**src/common/spcg_pkg.sv**
```systemverilog
package spcg_pkg;

  // ==========================================================================
  // Bus and register geometry
  // ==========================================================================
  localparam int unsigned APB_AW    = 12;
  localparam int unsigned APB_DW    = 32;
  localparam int unsigned REG_W     = 16;
  localparam int unsigned PIN_COUNT = 4;

  // Register indices; the byte address is four times the index
  localparam logic [3:0] PORTC_ALT_FUNCTION_SELECT_IDX = 4'hb;
  localparam logic [3:0] PERIPHERAL_CLOCK_GATE_IDX     = 4'hc;
  localparam logic [3:0] SHORT_IO_ADDR_HIGH_IDX        = 4'hd;
  localparam logic [3:0] SHORT_IO_ADDR_LOW_IDX         = 4'he;

  localparam logic [11:0] PORTC_ALT_FUNCTION_SELECT_ADDR = {6'h00, PORTC_ALT_FUNCTION_SELECT_IDX, 2'h0};
  localparam logic [11:0] PERIPHERAL_CLOCK_GATE_ADDR     = {6'h00, PERIPHERAL_CLOCK_GATE_IDX, 2'h0};
  localparam logic [11:0] SHORT_IO_ADDR_HIGH_ADDR        = {6'h00, SHORT_IO_ADDR_HIGH_IDX, 2'h0};
  localparam logic [11:0] SHORT_IO_ADDR_LOW_ADDR         = {6'h00, SHORT_IO_ADDR_LOW_IDX, 2'h0};

  // ==========================================================================
  // Reset values and fixed read bits
  // ==========================================================================
  localparam logic [3:0]  PORTC_ALT_FUNCTION_SELECT_RST = 4'h0;
  localparam logic [15:0] PERIPHERAL_CLOCK_GATE_RST     = 16'hffff;
  localparam logic [1:0]  SHORT_IO_ADDR_HIGH_RST        = 2'h3;
  localparam logic [15:0] SHORT_IO_ADDR_LOW_RST         = 16'hffff;
  localparam logic [13:0] SHORT_IO_ADDR_HIGH_ONES       = 14'h3fff;
  localparam logic [11:0] PORTC_ALT_RESERVED_ZERO       = 12'h000;

  // ==========================================================================
  // Peripheral clock gate bit positions
  // ==========================================================================
  localparam int unsigned EXT_MEM_IF_CLK_EN_BIT     = 15;
  localparam int unsigned CONVERTER_B_CLK_EN_BIT    = 14;
  localparam int unsigned CONVERTER_A_CLK_EN_BIT    = 13;
  localparam int unsigned CAN_CLK_EN_BIT            = 12;
  localparam int unsigned DECODER_ONE_CLK_EN_BIT    = 11;
  localparam int unsigned DECODER_ZERO_CLK_EN_BIT   = 10;
  localparam int unsigned TIMER_D_CLK_EN_BIT        = 9;
  localparam int unsigned TIMER_C_CLK_EN_BIT        = 8;
  localparam int unsigned TIMER_B_CLK_EN_BIT        = 7;
  localparam int unsigned TIMER_A_CLK_EN_BIT        = 6;
  localparam int unsigned SERIAL_IF_ONE_CLK_EN_BIT  = 5;
  localparam int unsigned SERIAL_IF_ZERO_CLK_EN_BIT = 4;
  localparam int unsigned SPI_UNIT_ONE_CLK_EN_BIT   = 3;
  localparam int unsigned SPI_UNIT_ZERO_CLK_EN_BIT  = 2;
  localparam int unsigned MODULATOR_B_CLK_EN_BIT    = 1;
  localparam int unsigned MODULATOR_A_CLK_EN_BIT    = 0;

  // ==========================================================================
  // Short I/O addressing
  // ==========================================================================
  localparam int unsigned SHORT_OFFSET_W   = 6;
  localparam int unsigned UPPER_ADDR_W     = 18;
  localparam int unsigned FULL_ADDR_W      = 24;
  localparam int unsigned SHORT_ADDR_DELAY = 3;
  localparam logic [17:0] DEBUG_SPACE_UPPER = 18'h3ffff;

endpackage : spcg_pkg

```
**src/common/spcg_route_if.sv**
```systemverilog
`timescale 1ns/100ps
interface spcg_route_if;
  logic [3:0] alt_sel;
  logic [3:0] periph_en;
  logic [3:0] pad_in;
  logic [3:0] gpio_out;
  logic [3:0] gpio_oe;
  logic [3:0] timer_out;
  logic [3:0] timer_oe;
  logic [3:0] spi_out;
  logic [3:0] spi_oe;
  logic [3:0] pad_out;
  logic [3:0] pad_oe;
  logic [3:0] gpio_in;
  logic [3:0] decoder_in;
  logic [3:0] timer_in;
  logic [3:0] spi_in;

  modport cfg (
    output alt_sel, periph_en, pad_in, gpio_out, gpio_oe,
    output timer_out, timer_oe, spi_out, spi_oe,
    input  pad_out, pad_oe, gpio_in, decoder_in, timer_in, spi_in
  );
  modport route (
    input  alt_sel, periph_en, pad_in, gpio_out, gpio_oe,
    input  timer_out, timer_oe, spi_out, spi_oe,
    output pad_out, pad_oe, gpio_in, decoder_in, timer_in, spi_in
  );
endinterface : spcg_route_if

```
**src/core/spcg_regs.sv**
```systemverilog
`timescale 1ns/100ps
module spcg_regs (
  input  wire logic        clk,
  input  wire logic        reset_n,
  input  wire logic        psel,
  input  wire logic        penable,
  input  wire logic        pwrite,
  input  wire logic [11:0] paddr,
  input  wire logic [31:0] pwdata,
  input  wire logic [3:0]  pstrb,
  output logic      [31:0] prdata,
  output logic             pready,
  output logic             pslverr,
  output logic      [15:0] peripheral_clock_gate,
  input  wire logic [5:0]  short_io_offset,
  input  wire logic        external_memory_mode_bit,
  output logic      [17:0] short_io_upper_address,
  output logic      [23:0] short_io_full_address,
  output logic             debug_access_blocked,
  input  wire logic [3:0]  port_c_periph_enable,
  input  wire logic [3:0]  port_c_pins_in,
  output logic      [3:0]  port_c_pins_out,
  output logic      [3:0]  port_c_pins_oe,
  input  wire logic [3:0]  gpio_out,
  input  wire logic [3:0]  gpio_oe,
  input  wire logic [3:0]  timer_b_out,
  input  wire logic [3:0]  timer_b_oe,
  input  wire logic [3:0]  second_spi_out,
  input  wire logic [3:0]  second_spi_oe,
  output logic      [3:0]  gpio_in,
  output logic      [3:0]  decoder1_timerb_in,
  output logic      [3:0]  timer_b_in,
  output logic      [3:0]  second_spi_in
);

  localparam int unsigned PIPE_N = spcg_pkg::SHORT_ADDR_DELAY - 1;

  // ==========================================================================
  // Elaboration checks
  // ==========================================================================
  if (spcg_pkg::SHORT_ADDR_DELAY < 2) begin : g_bad_delay
    $error("Short address delay must be at least two cycles");
  end

  // ==========================================================================
  // State
  // ==========================================================================
  typedef struct packed {
    logic [3:0]                     pad_meta;
    logic [3:0]                     pad_sync;
    logic [3:0]                     alt_sel;
    logic [15:0]                    clk_gate;
    logic [1:0]                     addr_high;
    logic [15:0]                    addr_low;
    logic [PIPE_N-1:0][17:0]        pipe;
    logic [17:0]                    upper_eff;
    logic [23:0]                    full_addr;
    logic                           dbg_blocked;
    logic                           pready;
    logic                           pslverr;
    logic [31:0]                    prdata;
  } spcg_regs_state_t;

  spcg_regs_state_t st_reg;
  spcg_regs_state_t st_next;

  spcg_route_if rif ();

  // ==========================================================================
  // Helpers
  // ==========================================================================
  // Only the two low byte lanes carry register data
  function automatic logic [15:0] spcg_merge(
    input logic [15:0] old_val,
    input logic [31:0] wdata,
    input logic [3:0]  strb
  );
    logic [15:0] res;
    res = old_val;
    if (strb[0]) begin
      res[7:0] = wdata[7:0];
    end
    if (strb[1]) begin
      res[15:8] = wdata[15:8];
    end
    return res;
  endfunction : spcg_merge

  function automatic logic spcg_mapped(input logic [11:0] addr);
    return (addr == spcg_pkg::PORTC_ALT_FUNCTION_SELECT_ADDR) ||
           (addr == spcg_pkg::PERIPHERAL_CLOCK_GATE_ADDR) ||
           (addr == spcg_pkg::SHORT_IO_ADDR_HIGH_ADDR) ||
           (addr == spcg_pkg::SHORT_IO_ADDR_LOW_ADDR);
  endfunction : spcg_mapped

  // ==========================================================================
  // Next state
  // ==========================================================================
  logic        setup_phase;
  logic        write_done;
  logic [15:0] merged;
  logic [15:0] rd_val;

  always_comb begin
    st_next     = st_reg;
    setup_phase = psel && !penable;
    write_done  = psel && penable && st_reg.pready && pwrite && !st_reg.pslverr;
    merged      = 16'h0000;
    rd_val      = 16'h0000;

    // Pads are asynchronous to clk
    st_next.pad_meta = port_c_pins_in;
    st_next.pad_sync = st_reg.pad_meta;

    // Read data is captured in setup so every output stays a flop
    unique case (paddr)
      spcg_pkg::PORTC_ALT_FUNCTION_SELECT_ADDR: begin
        rd_val = {spcg_pkg::PORTC_ALT_RESERVED_ZERO, st_reg.alt_sel};
      end
      spcg_pkg::PERIPHERAL_CLOCK_GATE_ADDR: begin
        rd_val = st_reg.clk_gate;
      end
      spcg_pkg::SHORT_IO_ADDR_HIGH_ADDR: begin
        rd_val = {spcg_pkg::SHORT_IO_ADDR_HIGH_ONES, st_reg.addr_high};
      end
      spcg_pkg::SHORT_IO_ADDR_LOW_ADDR: begin
        rd_val = st_reg.addr_low;
      end
      default: begin
        rd_val = 16'h0000;
      end
    endcase

    // one wait-free access phase per transfer
    st_next.pready  = setup_phase;
    st_next.pslverr = setup_phase && !spcg_mapped(paddr);
    st_next.prdata  = (setup_phase && !pwrite) ? {16'h0000, rd_val} : 32'h0000_0000;

    if (write_done) begin
      unique case (paddr)
        spcg_pkg::PORTC_ALT_FUNCTION_SELECT_ADDR: begin
          merged = spcg_merge({12'h000, st_reg.alt_sel}, pwdata, pstrb);
          // only the four select bits store
          st_next.alt_sel = merged[3:0];
        end
        spcg_pkg::PERIPHERAL_CLOCK_GATE_ADDR: begin
          st_next.clk_gate = spcg_merge(st_reg.clk_gate, pwdata, pstrb);
        end
        spcg_pkg::SHORT_IO_ADDR_HIGH_ADDR: begin
          merged = spcg_merge({spcg_pkg::SHORT_IO_ADDR_HIGH_ONES, st_reg.addr_high},
                              pwdata, pstrb);
          st_next.addr_high = merged[1:0];
        end
        spcg_pkg::SHORT_IO_ADDR_LOW_ADDR: begin
          st_next.addr_low = spcg_merge(st_reg.addr_low, pwdata, pstrb);
        end
        default: begin
          merged = 16'h0000;
        end
      endcase
    end

    // staged so the pointer lands three edges after the write
    st_next.pipe[0] = {st_reg.addr_high, st_reg.addr_low};
    for (int i = 1; i < PIPE_N; i++) begin
      st_next.pipe[i] = st_reg.pipe[i-1];
    end
    st_next.upper_eff = st_reg.pipe[PIPE_N-1];

    // instruction gives only the low six bits
    st_next.full_addr = {st_reg.pipe[PIPE_N-1], short_io_offset};

    // debug port loses access when pointer moved while external_memory_mode_bit is set
    st_next.dbg_blocked = external_memory_mode_bit &&
                          (st_reg.pipe[PIPE_N-1] != spcg_pkg::DEBUG_SPACE_UPPER);
  end

  // ==========================================================================
  // Registers
  // ==========================================================================
  always_ff @(posedge clk) begin
    if (!reset_n) begin
      st_reg           <= '0;
      st_reg.alt_sel   <= spcg_pkg::PORTC_ALT_FUNCTION_SELECT_RST;
      st_reg.clk_gate  <= spcg_pkg::PERIPHERAL_CLOCK_GATE_RST;
      st_reg.addr_high <= spcg_pkg::SHORT_IO_ADDR_HIGH_RST;
      st_reg.addr_low  <= spcg_pkg::SHORT_IO_ADDR_LOW_RST;
      for (int i = 0; i < PIPE_N; i++) begin
        st_reg.pipe[i] <= spcg_pkg::DEBUG_SPACE_UPPER;
      end
      st_reg.upper_eff <= spcg_pkg::DEBUG_SPACE_UPPER;
      st_reg.full_addr <= {spcg_pkg::DEBUG_SPACE_UPPER, 6'h00};
    end else begin
      st_reg <= st_next;
    end
  end

  // ==========================================================================
  // Pin routing
  // ==========================================================================
  assign rif.alt_sel   = st_reg.alt_sel;
  assign rif.periph_en = port_c_periph_enable;
  assign rif.pad_in    = st_reg.pad_sync;
  assign rif.gpio_out  = gpio_out;
  assign rif.gpio_oe   = gpio_oe;
  assign rif.timer_out = timer_b_out;
  assign rif.timer_oe  = timer_b_oe;
  assign rif.spi_out   = second_spi_out;
  assign rif.spi_oe    = second_spi_oe;

  spcg_pin_route u_route (
    .clk     (clk),
    .reset_n (reset_n),
    .rif     (rif.route)
  );

  // ==========================================================================
  // Outputs
  // ==========================================================================
  assign prdata                 = st_reg.prdata;
  assign pready                 = st_reg.pready;
  assign pslverr                = st_reg.pslverr;
  // bits 15-8 follow the package positions
  // bits 7-0 follow the package positions
  assign peripheral_clock_gate  = st_reg.clk_gate;
  assign short_io_upper_address = st_reg.upper_eff;
  assign short_io_full_address  = st_reg.full_addr;
  assign debug_access_blocked   = st_reg.dbg_blocked;
  assign port_c_pins_out        = rif.pad_out;
  assign port_c_pins_oe         = rif.pad_oe;
  assign gpio_in                = rif.gpio_in;
  assign decoder1_timerb_in     = rif.decoder_in;
  assign timer_b_in             = rif.timer_in;
  assign second_spi_in          = rif.spi_in;

endmodule : spcg_regs

```
**src/core/spcg_pin_route.sv**
```systemverilog
`timescale 1ns/100ps
module spcg_pin_route (
  input  wire logic   clk,
  input  wire logic   reset_n,
  spcg_route_if.route rif
);

  typedef struct packed {
    logic [3:0] pad_out;
    logic [3:0] pad_oe;
    logic [3:0] gpio_in;
    logic [3:0] decoder_in;
    logic [3:0] timer_in;
    logic [3:0] spi_in;
  } spcg_route_state_t;

  spcg_route_state_t route_reg;
  spcg_route_state_t route_next;

  // ==========================================================================
  // Per-pin routing
  // ==========================================================================
  always_comb begin
    route_next = '0;
    for (int i = 0; i < 4; i++) begin
      if (!rif.periph_en[i]) begin
        route_next.pad_out[i] = rif.gpio_out[i];
        route_next.pad_oe[i]  = rif.gpio_oe[i];
        route_next.gpio_in[i] = rif.pad_in[i];
      end else if (!rif.alt_sel[i]) begin
        route_next.pad_out[i]    = rif.timer_out[i];
        route_next.pad_oe[i]     = rif.timer_oe[i];
        route_next.decoder_in[i] = rif.pad_in[i];
        route_next.timer_in[i]   = rif.pad_in[i];
      end else begin
        route_next.pad_out[i] = rif.spi_out[i];
        route_next.pad_oe[i]  = rif.spi_oe[i];
        route_next.spi_in[i]  = rif.pad_in[i];
      end
    end
  end

  always_ff @(posedge clk) begin
    if (!reset_n) begin
      route_reg <= '0;
    end else begin
      route_reg <= route_next;
    end
  end

  assign rif.pad_out    = route_reg.pad_out;
  assign rif.pad_oe     = route_reg.pad_oe;
  assign rif.gpio_in    = route_reg.gpio_in;
  assign rif.decoder_in = route_reg.decoder_in;
  assign rif.timer_in   = route_reg.timer_in;
  assign rif.spi_in     = route_reg.spi_in;

endmodule : spcg_pin_route

```
**config.mk**
```make
export PLATFORM = sky130hd
export DESIGN_NAME = spcg_regs
export DESIGN_NICKNAME = d
export VERILOG_FILES = /design/src/common/spcg_pkg.sv /design/src/common/spcg_route_if.sv /design/src/core/spcg_regs.sv /design/src/core/spcg_pin_route.sv
export SDC_FILE = /design/constraint.sdc
export NUM_CORES = 1
export LEC_CHECK = 0
export ABC_AREA = 1
export BUFFER_PORTS_ARGS = -buffer_cell sky130_fd_sc_hd__buf_2
export CORE_UTILIZATION = 48
export DETAILED_ROUTE_END_ITERATION = 10
export PLACE_DENSITY = 0.77
export SYNTH_ARGS = -nofsm -noshare
export SYNTH_HDL_FRONTEND = slang
export SYNTH_SLANG_ARGS = --single-unit
export TNS_END_PERCENT = 1
```
**constraint.sdc**
```tcl
create_clock -name clk -period 1.4 [get_ports clk]
set_input_delay 0.14 -clock clk [delete_from_list [all_inputs] [get_ports clk]]
set_output_delay 0.14 -clock clk [all_outputs]
set_load 0.01 [all_outputs]
```
-- After elaboration in Yosys (flattened, before gate mapping)
Cells that the tools add are included.
- flip-flop bits (word level): 179
- output and inout port bits: 117
- word-level logic and storage cells: 92
- equal/unequal tests: 5
- multiplexer cells: 17
- bitwise logic cells: 5
- reductions and logical operators: 34
- operator list (kind ; count):
    $pmux W16 S4 ; 1
    $eq A12 B6 Y1 const B ; 4
    $reduce_and A3 Y1 ; 10
    $ne A18 B18 Y1 const B ; 1
    $mux W1 ; 16
    $reduce_or A3 Y1 ; 4
    $logic_and A1 B1 Y1 ; 8
    $reduce_or A2 Y1 ; 4
    $not A1 Y1 ; 5
    $logic_not A1 Y1 ; 4
    $logic_or A1 B1 Y1 ; 3
    $reduce_and A2 Y1 ; 1

-- Longest topological paths before layout
Gate-level depths: netlist of run 1.
- word-level depth: 6
- mapped depth: 9
- depth with buffers taken out: 9

-- Hierarchy
From an unflattened synthesis of run 1, not the netlist that was laid out.
- cell total of the unflattened synthesis: 679
- area total of the unflattened synthesis: 5535.3 um^2
- modules (own cells, without submodules) (module ; times used ; cells an instance ; area an instance (um^2)):
    spcg_regs ; 1 ; 561 ; 4699.5
    spcg_pin_route ; 1 ; 118 ; 835.8

-- Worst setup path after synthesis of run 1
Ideal clock, no wire load.
- path type: flip-flop to flip-flop
- start: reg st_reg (netlist bit pready)
- end: reg st_reg (netlist bit peripheral_clock_gate[0])
- arrival time: 1149 ps
- slack: 121 ps
- stages on the path, launching flop included: 8
- path buffers: 0
- cells stage by stage: dfxtp_1 nand2_1 nor2_1 nand2_1 nor2_4 inv_2 nand2_1 nand3_1
- word-level cells in the longest chain between the ends: 4
- RTL lines (item ; RTL line ; text):
    start, declared ; spcg_regs.sv:64 ; spcg_regs_state_t st_reg;
    start signal, assigned ; spcg_regs.sv:194 ; st_reg <= st_next;
    $logic_and A1 B1 Y1 (3 in series) ; spcg_regs.sv:107 ; write_done = psel && penable && st_reg.pready && pwrite && !st_reg.pslverr;
    $reduce_and A3 Y1 (no source line) ; -- ;
Every way passes these cells.
A chain may end at the register's enable or synchronous reset.

-- Worst setup path after layout of run 1
- start: reg st_reg (netlist bit pslverr)
- end: reg st_reg (netlist bit peripheral_clock_gate[12])
- word-level cells in the longest chain between the ends: 3
- RTL lines (item ; RTL line):
    $logic_not A1 Y1 ; spcg_regs.sv:107
    $logic_and A1 B1 Y1 ; spcg_regs.sv:107
    $reduce_and A3 Y1 (no source line) ; --
Every way passes these cells.

==> key figures, run 1 <==
Run status
  • Outcome: completed

Yosys
  • Post-Synth Simple-Gate Area: 32.3%
  • Syn_area_per_cell: 8.21 um2
  • Synth Area in Compound Gates: 1.41%
  • Largest family of logic cells by synthesized area: simple AND/OR/NAND/NOR gates
  • Post-synthesis cell count: 649
  • Mux share of post-synthesis cell area: 0%
  • Yosys warns: 0
  • Adder-cell share of the synthesized area: 0%
  • Post-synthesis sequential area ratio: 54.5%
  • Synth Area in XOR/XNOR: 0%
  • Library cells used by synthesis: 23
  • Synth Cell Area: 5330 um2
  • Yosys reg bits: 145

Timing
  • Final period util: 97.1%
  • Fmax: 736 MHz
  • Final WS setup: 0.0406 ns
  • Setup Viol. Count Final: 0
  • Minimum clock period: 1.36 ns
  • RSZ-0062 raised after global routing: yes
  • Skew final: 0.00951 ns
  • Final setup TNS: 0 ns
  • Final hold violation count: 0
  • Final Slew Violations: 0

Drt
  • Drt pass-1 iters: 5
  • Wirelength per Cell: 13.0 um
  • Routed WL: 13,300 um
  • Remaining DRCs: 0
  • Starting DRT DRC Count: 387
  • Avg Vias per Cell: 4.75
  • Post-route ant nets: 0
  • Via count: 4,877

Final layout
  • Sequential Area: 2910 um2
  • Post-route cell area: 7400 um2
  • NumNets Final: 965
  • Layout cells sized above 1: 34.7%
  • Share of the core filled with cells: 68.3%
  • Area growth, synth to finish: 38.9%
  • Fillers: 854
  • Multi-input gate area: 1880 um2

Clock network
  • Root buf cell: clkbuf_8
  • Post-CTS setup buffer count: 0
  • H-tree depth: 4
  • CTS tree: built
  • CTS clk-pin slew, worst paths: 0.06 ns
  • TritonCTS buffer count: 17
  • Clock sinks: 145
  • Skew-Pair Late Insertion Delay: 0.51 ns
  • CTS Buffer Depth: 2

Worst setup path
  • Critical path fanouts, max: 8
  • R2r setup slk: 0.04 ns
  • WS Path Type: flop to flop
  • Startpoint class of the critical path: flop
  • Crit path DAT: 1.73 ns
  • Crit-path max cell delay: 0.32 ns
  • Critical path's most frequent cell: nand2_1
  • Required @ worst endpoint: 1.77 ns
  • Largest delay share family, worst path: simple AND/OR/NAND/NOR gates
  • Cell Chain, Critical Path: inv_1 -> nand2_1 -> nor3b_4 -> nand2_1 -> nand2_1 -> nand3_1
  • Worst Setup End Kind: flop
  • Worst Path Buf+Inv: 1
  • Slowest-stage cell, CP: dfxtp_1

Floorplan
  • DIE WIDTH: 107 um
  • Die outline height: 107 um
  • DIE AREA: 11,500 um2
  • Initial core utilization: 49.1%
  • Rows: 38
  • # IOs: 209
  • Core area: 10,800 um2

Pwr
  • VDD IR max: 0.000969 V
  • PwrDens: 1250 nW/um2
  • Static Leak: 3.81 nW

GRT
  • Number of global-route vias before repair: 4,633
  • GR Overflow Total: 0
  • GRT Total Usage: 23.9%
  • First-pass GRT wire length: 21,300 um
  • Pin count of the biggest net entering global routing: 63
  • Antenna violations before repair: 1

Placed design
  • Post-Place Cell Area: 6210 um2
  • Hpwl dp: 8020 um
  • Post-Place Worst Slack: -0.00218 ns
  • GP Congestion: 0.844
  • Port buffer count: 174

Min path
  • Min-Delay Path Class: input port to flop

Run
  • Max Cap Viol: 0
worst register-to-register path: cells and delay by family, from the launching register on:
kind                   cells  cell delay (ns)
DFF                        1             0.32
and+or+nand+nor            5             0.86
buffers and inverters      1             0.05
timing repair:
item | in CTS | in global routing
hold buffers | 55 | 0
gates resized for setup | 0 | 9
setup endpoints to repair | 0 | 37
hold endpoints to repair | 67 | 0
where the power goes:
| part | internal [W] | leakage, nW | switching (W) |
|---|---|---|---|
| sequential | 0.00417 | 1.18 | 0.0000116 |
| clock | 0.00279 | 0.289 | 0.00175 |
| combinational | 0.000251 | 2.34 | 0.000246 |
per-stage QoR:
step	hold WS, ns	total power [W]	instances
2_1_floorplan	0.217	0.00448	664
3_3_place_gp	0.320	0.00462	939
3_5_place_dp	0.325	0.00463	939
4_1_cts	0.0698	0.00924	1026
5_1_grt	0.0842	0.00952	1027
6_report	0.0781	0.00922	1027
synth_stat cells:
library cell	instances	area (um2)
conb_1	1	3.75
inv_2	9	33.8
dfxtp_1	145	2900
nand2_4	1	11.3
o21ai_1	1	5.00
nor3b_4	1	18.8
nand2_1	118	443
nor2_2	4	25.0
nor3_1	12	60.1
inv_1	59	221
nand4_1	4	25.0
buf_2	8	40.0
buf_4	38	285
nor3_2	1	10.0
or2_2	53	332
buf_1	4	15.0
clkbuf_1	7	26.3
nand2_2	5	31.3
nand3_1	80	400
nor2_4	3	33.8
nor2_1	86	323
o32ai_1	8	70.1
nand3_2	1	10.0
cell type report:
class | instances | share of cell area, %
Antenna cell | 1 | 0.0338
Sequential cell | 145 | 39.3
Inverter | 68 | 3.45
Clock buffer | 18 | 5.78
Tap cell | 140 | 2.37
Timing Repair Buffer | 247 | 21.3
Multi-Input combinational cell | 394 | 25.4
Clock inverter | 14 | 2.42
worst paths after layout:
path,start,endpoint,cells past startpoint
max,pslverr,peripheral_clock_gate[12],6
min,reset_n,short_io_upper_address[15],3
min reg2reg,st_next[106],st_next[52],1
max reg2reg,pslverr,peripheral_clock_gate[12],6
kinds of logic after synthesis:
logic type             Yosys count
buffers and inverters          125
AO/OA/AOI/OAI                    9
AND/OR/NAND/NOR                369
other                            1
flip-flops                     145
layer usage:
layer	GRT usage, %	wire length [um]
met1	27.7	5310
met2	41.2	6460
met3	5.63	936
met4	12.2	632
met5	0	0
registers in the layout, summed over array words and instances, names as in the netlist, 6 cells and up:
name / count
short_io_full_address: 6
short_io_upper_address: 18
st_next: 58
peripheral_clock_gate: 16
prdata: 16
layout by cell type (no fill, tap or decap), types with 5 or more instances in the layout:
cell / n
nor2_2: 6
conb_1: 16
or2_2: 53
nand3_1: 80
nand2_1: 117
nor3_1: 12
dlygate4sd3_1: 54
nor2_1: 84
clkbuf_16: 16
inv_2: 9
inv_1: 59
buf_4: 16
buf_2: 174
o32ai_1: 7
nand2_2: 5
dfxtp_1: 144
No activity file was read; power rests on OpenSTA's default activity.
==> run 2, diff against run 1 <==
--- a/config.mk
+++ b/config.mk
@@ -10,6 +10,7 @@
 export CORE_UTILIZATION = 48
 export DETAILED_ROUTE_END_ITERATION = 10
 export PLACE_DENSITY = 0.77
+export RECOVER_POWER = 100
 export SYNTH_ARGS = -nofsm -noshare
 export SYNTH_HDL_FRONTEND = slang
 export SYNTH_SLANG_ARGS = --single-unit
==> key figures, run 2 (same netlist as run 1, synthesis figures left out) <==
Clock network
  • Post-CTS setup buffer count: 0
  • Root buf cell: clkbuf_8
  • CTS Buffer Depth: 2
  • Skew-Pair Late Insertion Delay: 0.51 ns
  • Clock sinks: 145
  • CTS clk-pin slew, worst paths: 0.07 ns
  • TritonCTS buffer count: 17
  • CTS tree: built
  • H-tree depth: 4

Timing
  • Minimum clock period: 1.36 ns
  • RSZ-0062 raised after global routing: yes
  • Setup Viol. Count Final: 0
  • Skew final: 0.00966 ns
  • Fmax: 737 MHz
  • Final WS setup: 0.0430 ns
  • Final hold violation count: 0
  • Final Slew Violations: 0
  • Final period util: 96.9%
  • Final setup TNS: 0 ns

Pwr
  • PwrDens: 1270 nW/um2
  • VDD IR max: 0.000970 V
  • Static Leak: 3.53 nW

Worst setup path
  • Crit path launch: pslverr
  • Worst Setup End Kind: flop
  • Reg2reg path depth: 6
  • R2R Path Start: pslverr
  • Startpoint class of the critical path: flop
  • Crit path DAT: 1.73 ns
  • WS Path Type: flop to flop
  • Critical R2R Capture: peripheral_clock_gate[12]
  • R2r setup slk: 0.04 ns
  • Critical path fanouts, max: 8
  • Required @ worst endpoint: 1.78 ns

GRT
  • Pin count of the biggest net entering global routing: 63
  • Antenna violations before repair: 1
  • GR Overflow Total: 0
  • Number of global-route vias before repair: 4,633
  • GRT Total Usage: 23.9%
  • First-pass GRT wire length: 21,300 um

Floorplan
  • DIE WIDTH: 107 um
  • Initial core utilization: 49.1%
  • Die outline height: 107 um
  • Rows: 38
  • # IOs: 209
  • Core area: 10,800 um2
  • DIE AREA: 11,500 um2

Drt
  • Avg Vias per Cell: 4.72
  • Wirelength per Cell: 13.1 um
  • Via count: 4,848
  • Drt pass-1 iters: 8
  • Routed WL: 13,400 um
  • Starting DRT DRC Count: 344
  • Post-route ant nets: 0
  • Remaining DRCs: 0

Final layout
  • Max FFs per register: 58
  • NumNets Final: 965
  • Layout cells sized above 1: 22.9%
  • Most common cell after layout, fill and taps aside: dfxtp_1
  • Most frequent cells in the layout: dfxtp_1 (144), nand2_1 (117), clkbuf_1 (103)
  • Area growth, synth to finish: 36.4%
  • Share of the core filled with cells: 67.0%
  • Post-route cell area: 7260 um2
  • Fillers: 943

Placed design
  • Port buffer count: 174
  • GP Congestion: 0.844
  • Hpwl dp: 8020 um
  • Post-Place Cell Area: 6210 um2
  • Post-Place Worst Slack: -0.00218 ns

Min path
  • WHS Path Cells: 3
  • Hold EP: short_io_upper_address[15]
  • Min-Delay Path Class: input port to flop
  • Min-Delay Startpoint: reset_n

Run status
  • Outcome: completed

Run
  • Max Cap Viol: 0
run 2: metrics by stage:
stage | std cells | power, W | hold WS, ns
2_1_floorplan | 664 | 0.00448 | 0.217
3_3_place_gp | 939 | 0.00462 | 0.320
3_5_place_dp | 939 | 0.00463 | 0.325
4_1_cts | 1026 | 0.00924 | 0.0698
5_1_grt | 1027 | 0.00951 | 0.0842
6_report | 1027 | 0.00921 | 0.0729
run 2: routing by layer:
layer,track usage [%],up-vias,part of all wire [%]
met2,41.2,261,48
met3,5.63,54,7.5
li1,-,2409,-
met4,12.2,0,4.1
met5,0,-,0
met1,27.7,2124,40
run 2: critical path, cell delays in order, from the launching register on:
cell	delay [ns]
dfxtp_1	0.32
inv_1	0.05
nand2_1	0.08
nor3b_4	0.23
nand2_1	0.26
nand2_1	0.18
nand3_1	0.10
run 2: final cells by class:
type                       instances  area (um2)  share of cell area, %
tap                              140         175                   2.41
clock buffer                      18         428                   5.89
multi-input combinational        394        1870                   25.8
clock inverter                    14         179                   2.46
sequential                       145        2910                   40.0
antenna                            1        2.50                 0.0345
timing repair buffer             247        1440                   19.9
inverter                          68         255                   3.51
run 2: power by group:
part / total [W] / switching (W) / internal, W
clock: 0.00455 / 0.00176 / 0.00279
combinational: 0.000486 / 0.000246 / 0.000240
sequential: 0.00418 / 0.0000124 / 0.00417
total: 0.00921 / 0.00202 / 0.00719
run 2: worst max path at each step:
stage	end
after floorplan	peripheral_clock_gate[0]
after global placement	peripheral_clock_gate[13]
after detailed placement	prdata[2]
after CTS	rif.alt_sel[2]
after global routing	st_next[93]
final	peripheral_clock_gate[12]
run 2: what timing repair did:
| item | in CTS | in global routing |
|---|---|---|
| hold buffers | 55 | 0 |
| endpoints found under the hold margin | 67 | 0 |
| gates resized for setup | 0 | 9 |
| setup endpoints to repair | 0 | 37 |
==> run 3, diff against run 2 <==
--- a/config.mk
+++ b/config.mk
@@ -7,9 +7,9 @@
 export LEC_CHECK = 0
 export ABC_AREA = 1
 export BUFFER_PORTS_ARGS = -buffer_cell sky130_fd_sc_hd__buf_2
-export CORE_UTILIZATION = 48
+export CORE_UTILIZATION = 35
 export DETAILED_ROUTE_END_ITERATION = 10
-export PLACE_DENSITY = 0.77
+export PLACE_DENSITY = 0.59
 export RECOVER_POWER = 100
 export SYNTH_ARGS = -nofsm -noshare
 export SYNTH_HDL_FRONTEND = slang
==> key figures, run 3 (same netlist as run 1, synthesis figures left out) <==
Final layout
  • NumNets Final: 947
  • Most common cell after layout, fill and taps aside: dfxtp_1
  • Area growth, synth to finish: 35.1%
  • Layout cells sized above 1: 23.2%
  • Ant diodes: 0
  • Final Non-Filler Cells: 1,052
  • Most frequent cells in the layout: dfxtp_1 (145), nand2_1 (117), clkbuf_1 (105)
  • Max FFs per register: 58
  • Post-route cell area: 7200 um2

GRT
  • Number of global-route vias before repair: 4,280
  • First-pass GRT wire length: 20,800 um
  • Antenna violations before repair: 0
  • Pin count of the biggest net entering global routing: 63
  • GRT Total Usage: 16.6%
  • GR Overflow Total: 0

Timing
  • Tightest Pin Transition: 0.593 ns
  • Skew final: 0.00861 ns
  • Final Slew Violations: 0
  • Setup Viol. Count Final: 0
  • Final setup TNS: 0 ns
  • Final period util: 90.2%
  • Final hold violation count: 0
  • Minimum clock period: 1.26 ns
  • Max-slew headroom: 60.5%
  • Fmax: 792 MHz

Drt
  • Avg Vias per Cell: 4.28
  • Wirelength per Cell: 11.9 um
  • Remaining DRCs: 10
  • Post-route ant nets: 0
  • Via count: 4,498
  • Routed WL: 12,500 um
  • Drt pass-1 iters: 10
  • Starting DRT DRC Count: 262

Min path
  • Min-Delay Startpoint: pwdata[14]
  • WHS Path Cells: 3
  • Min-Delay Path Class: input port to flop
  • Hold EP: peripheral_clock_gate[14]

Worst setup path
  • WS Path Type: flop to flop
  • R2R Path Start: pslverr
  • Worst Path Buf+Inv: 1
  • Critical R2R Capture: peripheral_clock_gate[13]
  • R2r setup slk: 0.14 ns
  • Reg2reg path depth: 6
  • Largest delay share family, worst path: simple AND/OR/NAND/NOR gates
  • Crit path launch: pslverr
  • Startpoint class of the critical path: flop
  • Required @ worst endpoint: 1.69 ns
  • Crit path DAT: 1.55 ns
  • Cell Chain, Critical Path: inv_1 -> nand2_1 -> nor3b_4 -> nand2_1 -> nand2_1 -> nand3_1
  • Critical path fanouts, max: 8
  • Worst Setup End Kind: flop
  • Slowest-stage cell, CP: dfxtp_1
  • Crit-path max cell delay: 0.31 ns
  • Critical path's most frequent cell: nand2_1

Floorplan
  • Core area: 14,700 um2
  • Initial core utilization: 36.2%
  • # IOs: 209
  • DIE AREA: 15,700 um2
  • Rows: 44
  • DIE WIDTH: 125 um
  • Die outline height: 125 um

Pwr
  • VDD IR max: 0.000834 V
  • PwrDens: 1360 nW/um2
  • Static Leak: 3.48 nW

Placed design
  • Placed Cells: 983
  • GP Congestion: 0.834
  • Post-Place Cell Area: 6260 um2
  • Hpwl dp: 8740 um
  • Port buffer count: 174

Clock network
  • TritonCTS buffer count: 17
  • H-tree depth: 4
  • CTS clk-pin slew, worst paths: 0.06 ns
  • Clock sinks: 145
  • Root buf cell: clkbuf_16
  • Skew-Pair Late Insertion Delay: 0.41 ns
  • CTS tree: built
  • CTS Buffer Depth: 2

Run status
  • Failing checks: DRC
  • Outcome: finished, violations left

Run
  • Max Cap Viol: 0
## run 3: routing by layer
layer / track usage, % / routed length [um]
met3: 4.15 / 697
met4: 7.10 / 217
met1: 21.6 / 5860
met2: 26.3 / 5710
met5: 0 / 0
## run 3: through the flow
step / setup WS [ns] / util, % / hold WS, ns / total power [W]
2_1_floorplan: 0.121 / - / 0.217 / 0.00448
4_1_cts: 0.0313 / 49.6 / 0.000825 / 0.00987
3_5_place_dp: 0.0462 / 42.6 / 0.327 / 0.00463
3_3_place_gp: 0.0685 / 42.6 / 0.321 / 0.00463
6_report: 0.137 / 49.0 / 0.00712 / 0.00978
5_1_grt: -0.0173 / 49.0 / 0.0146 / 0.0101
## run 3: power breakdown
group | leakage [nW] | switching, W | internal (W)
Sequential | 1.18 | 0.0000109 | 0.00417
Combinational | 1.98 | 0.000229 | 0.000200
Clock | 0.330 | 0.00164 | 0.00353
Total | 3.48 | 0.00188 | 0.00790
## run 3: timing repair
item,in CTS,in global routing
buffers inserted,0,3
endpoints found under the setup margin,0,30
hold buffers,34,0
gates resized for setup,0,4
hold endpoints to repair,40,0
## run 3: worst max-delay path by stage
stage | to | slack, ns | cells past startpoint
after global routing | st_next[82] | -0.02 | 8
after global placement | peripheral_clock_gate[12] | 0.07 | 9
after CTS | st_next[88] | 0.03 | 7
final | peripheral_clock_gate[13] | 0.14 | 6
after floorplan | peripheral_clock_gate[0] | 0.12 | 7
after detailed placement | prdata[6] | 0.05 | 8
## run 3: area by class of cell
| type | instances | area, um2 |
|---|---|---|
| fill | 1421 | 7500 |
| sequential | 145 | 2900 |
| multi-input combinational | 394 | 1860 |
| timing repair buffer | 229 | 1260 |
| clock buffer | 23 | 488 |
| inverter | 68 | 255 |
| tap | 184 | 230 |
| clock inverter | 9 | 200 |
## run 3: worst min-delay path, cell delays in order
cell and delay (ns):
buf_2 0.10, nand3_1 0.07, nand3_1 0.07
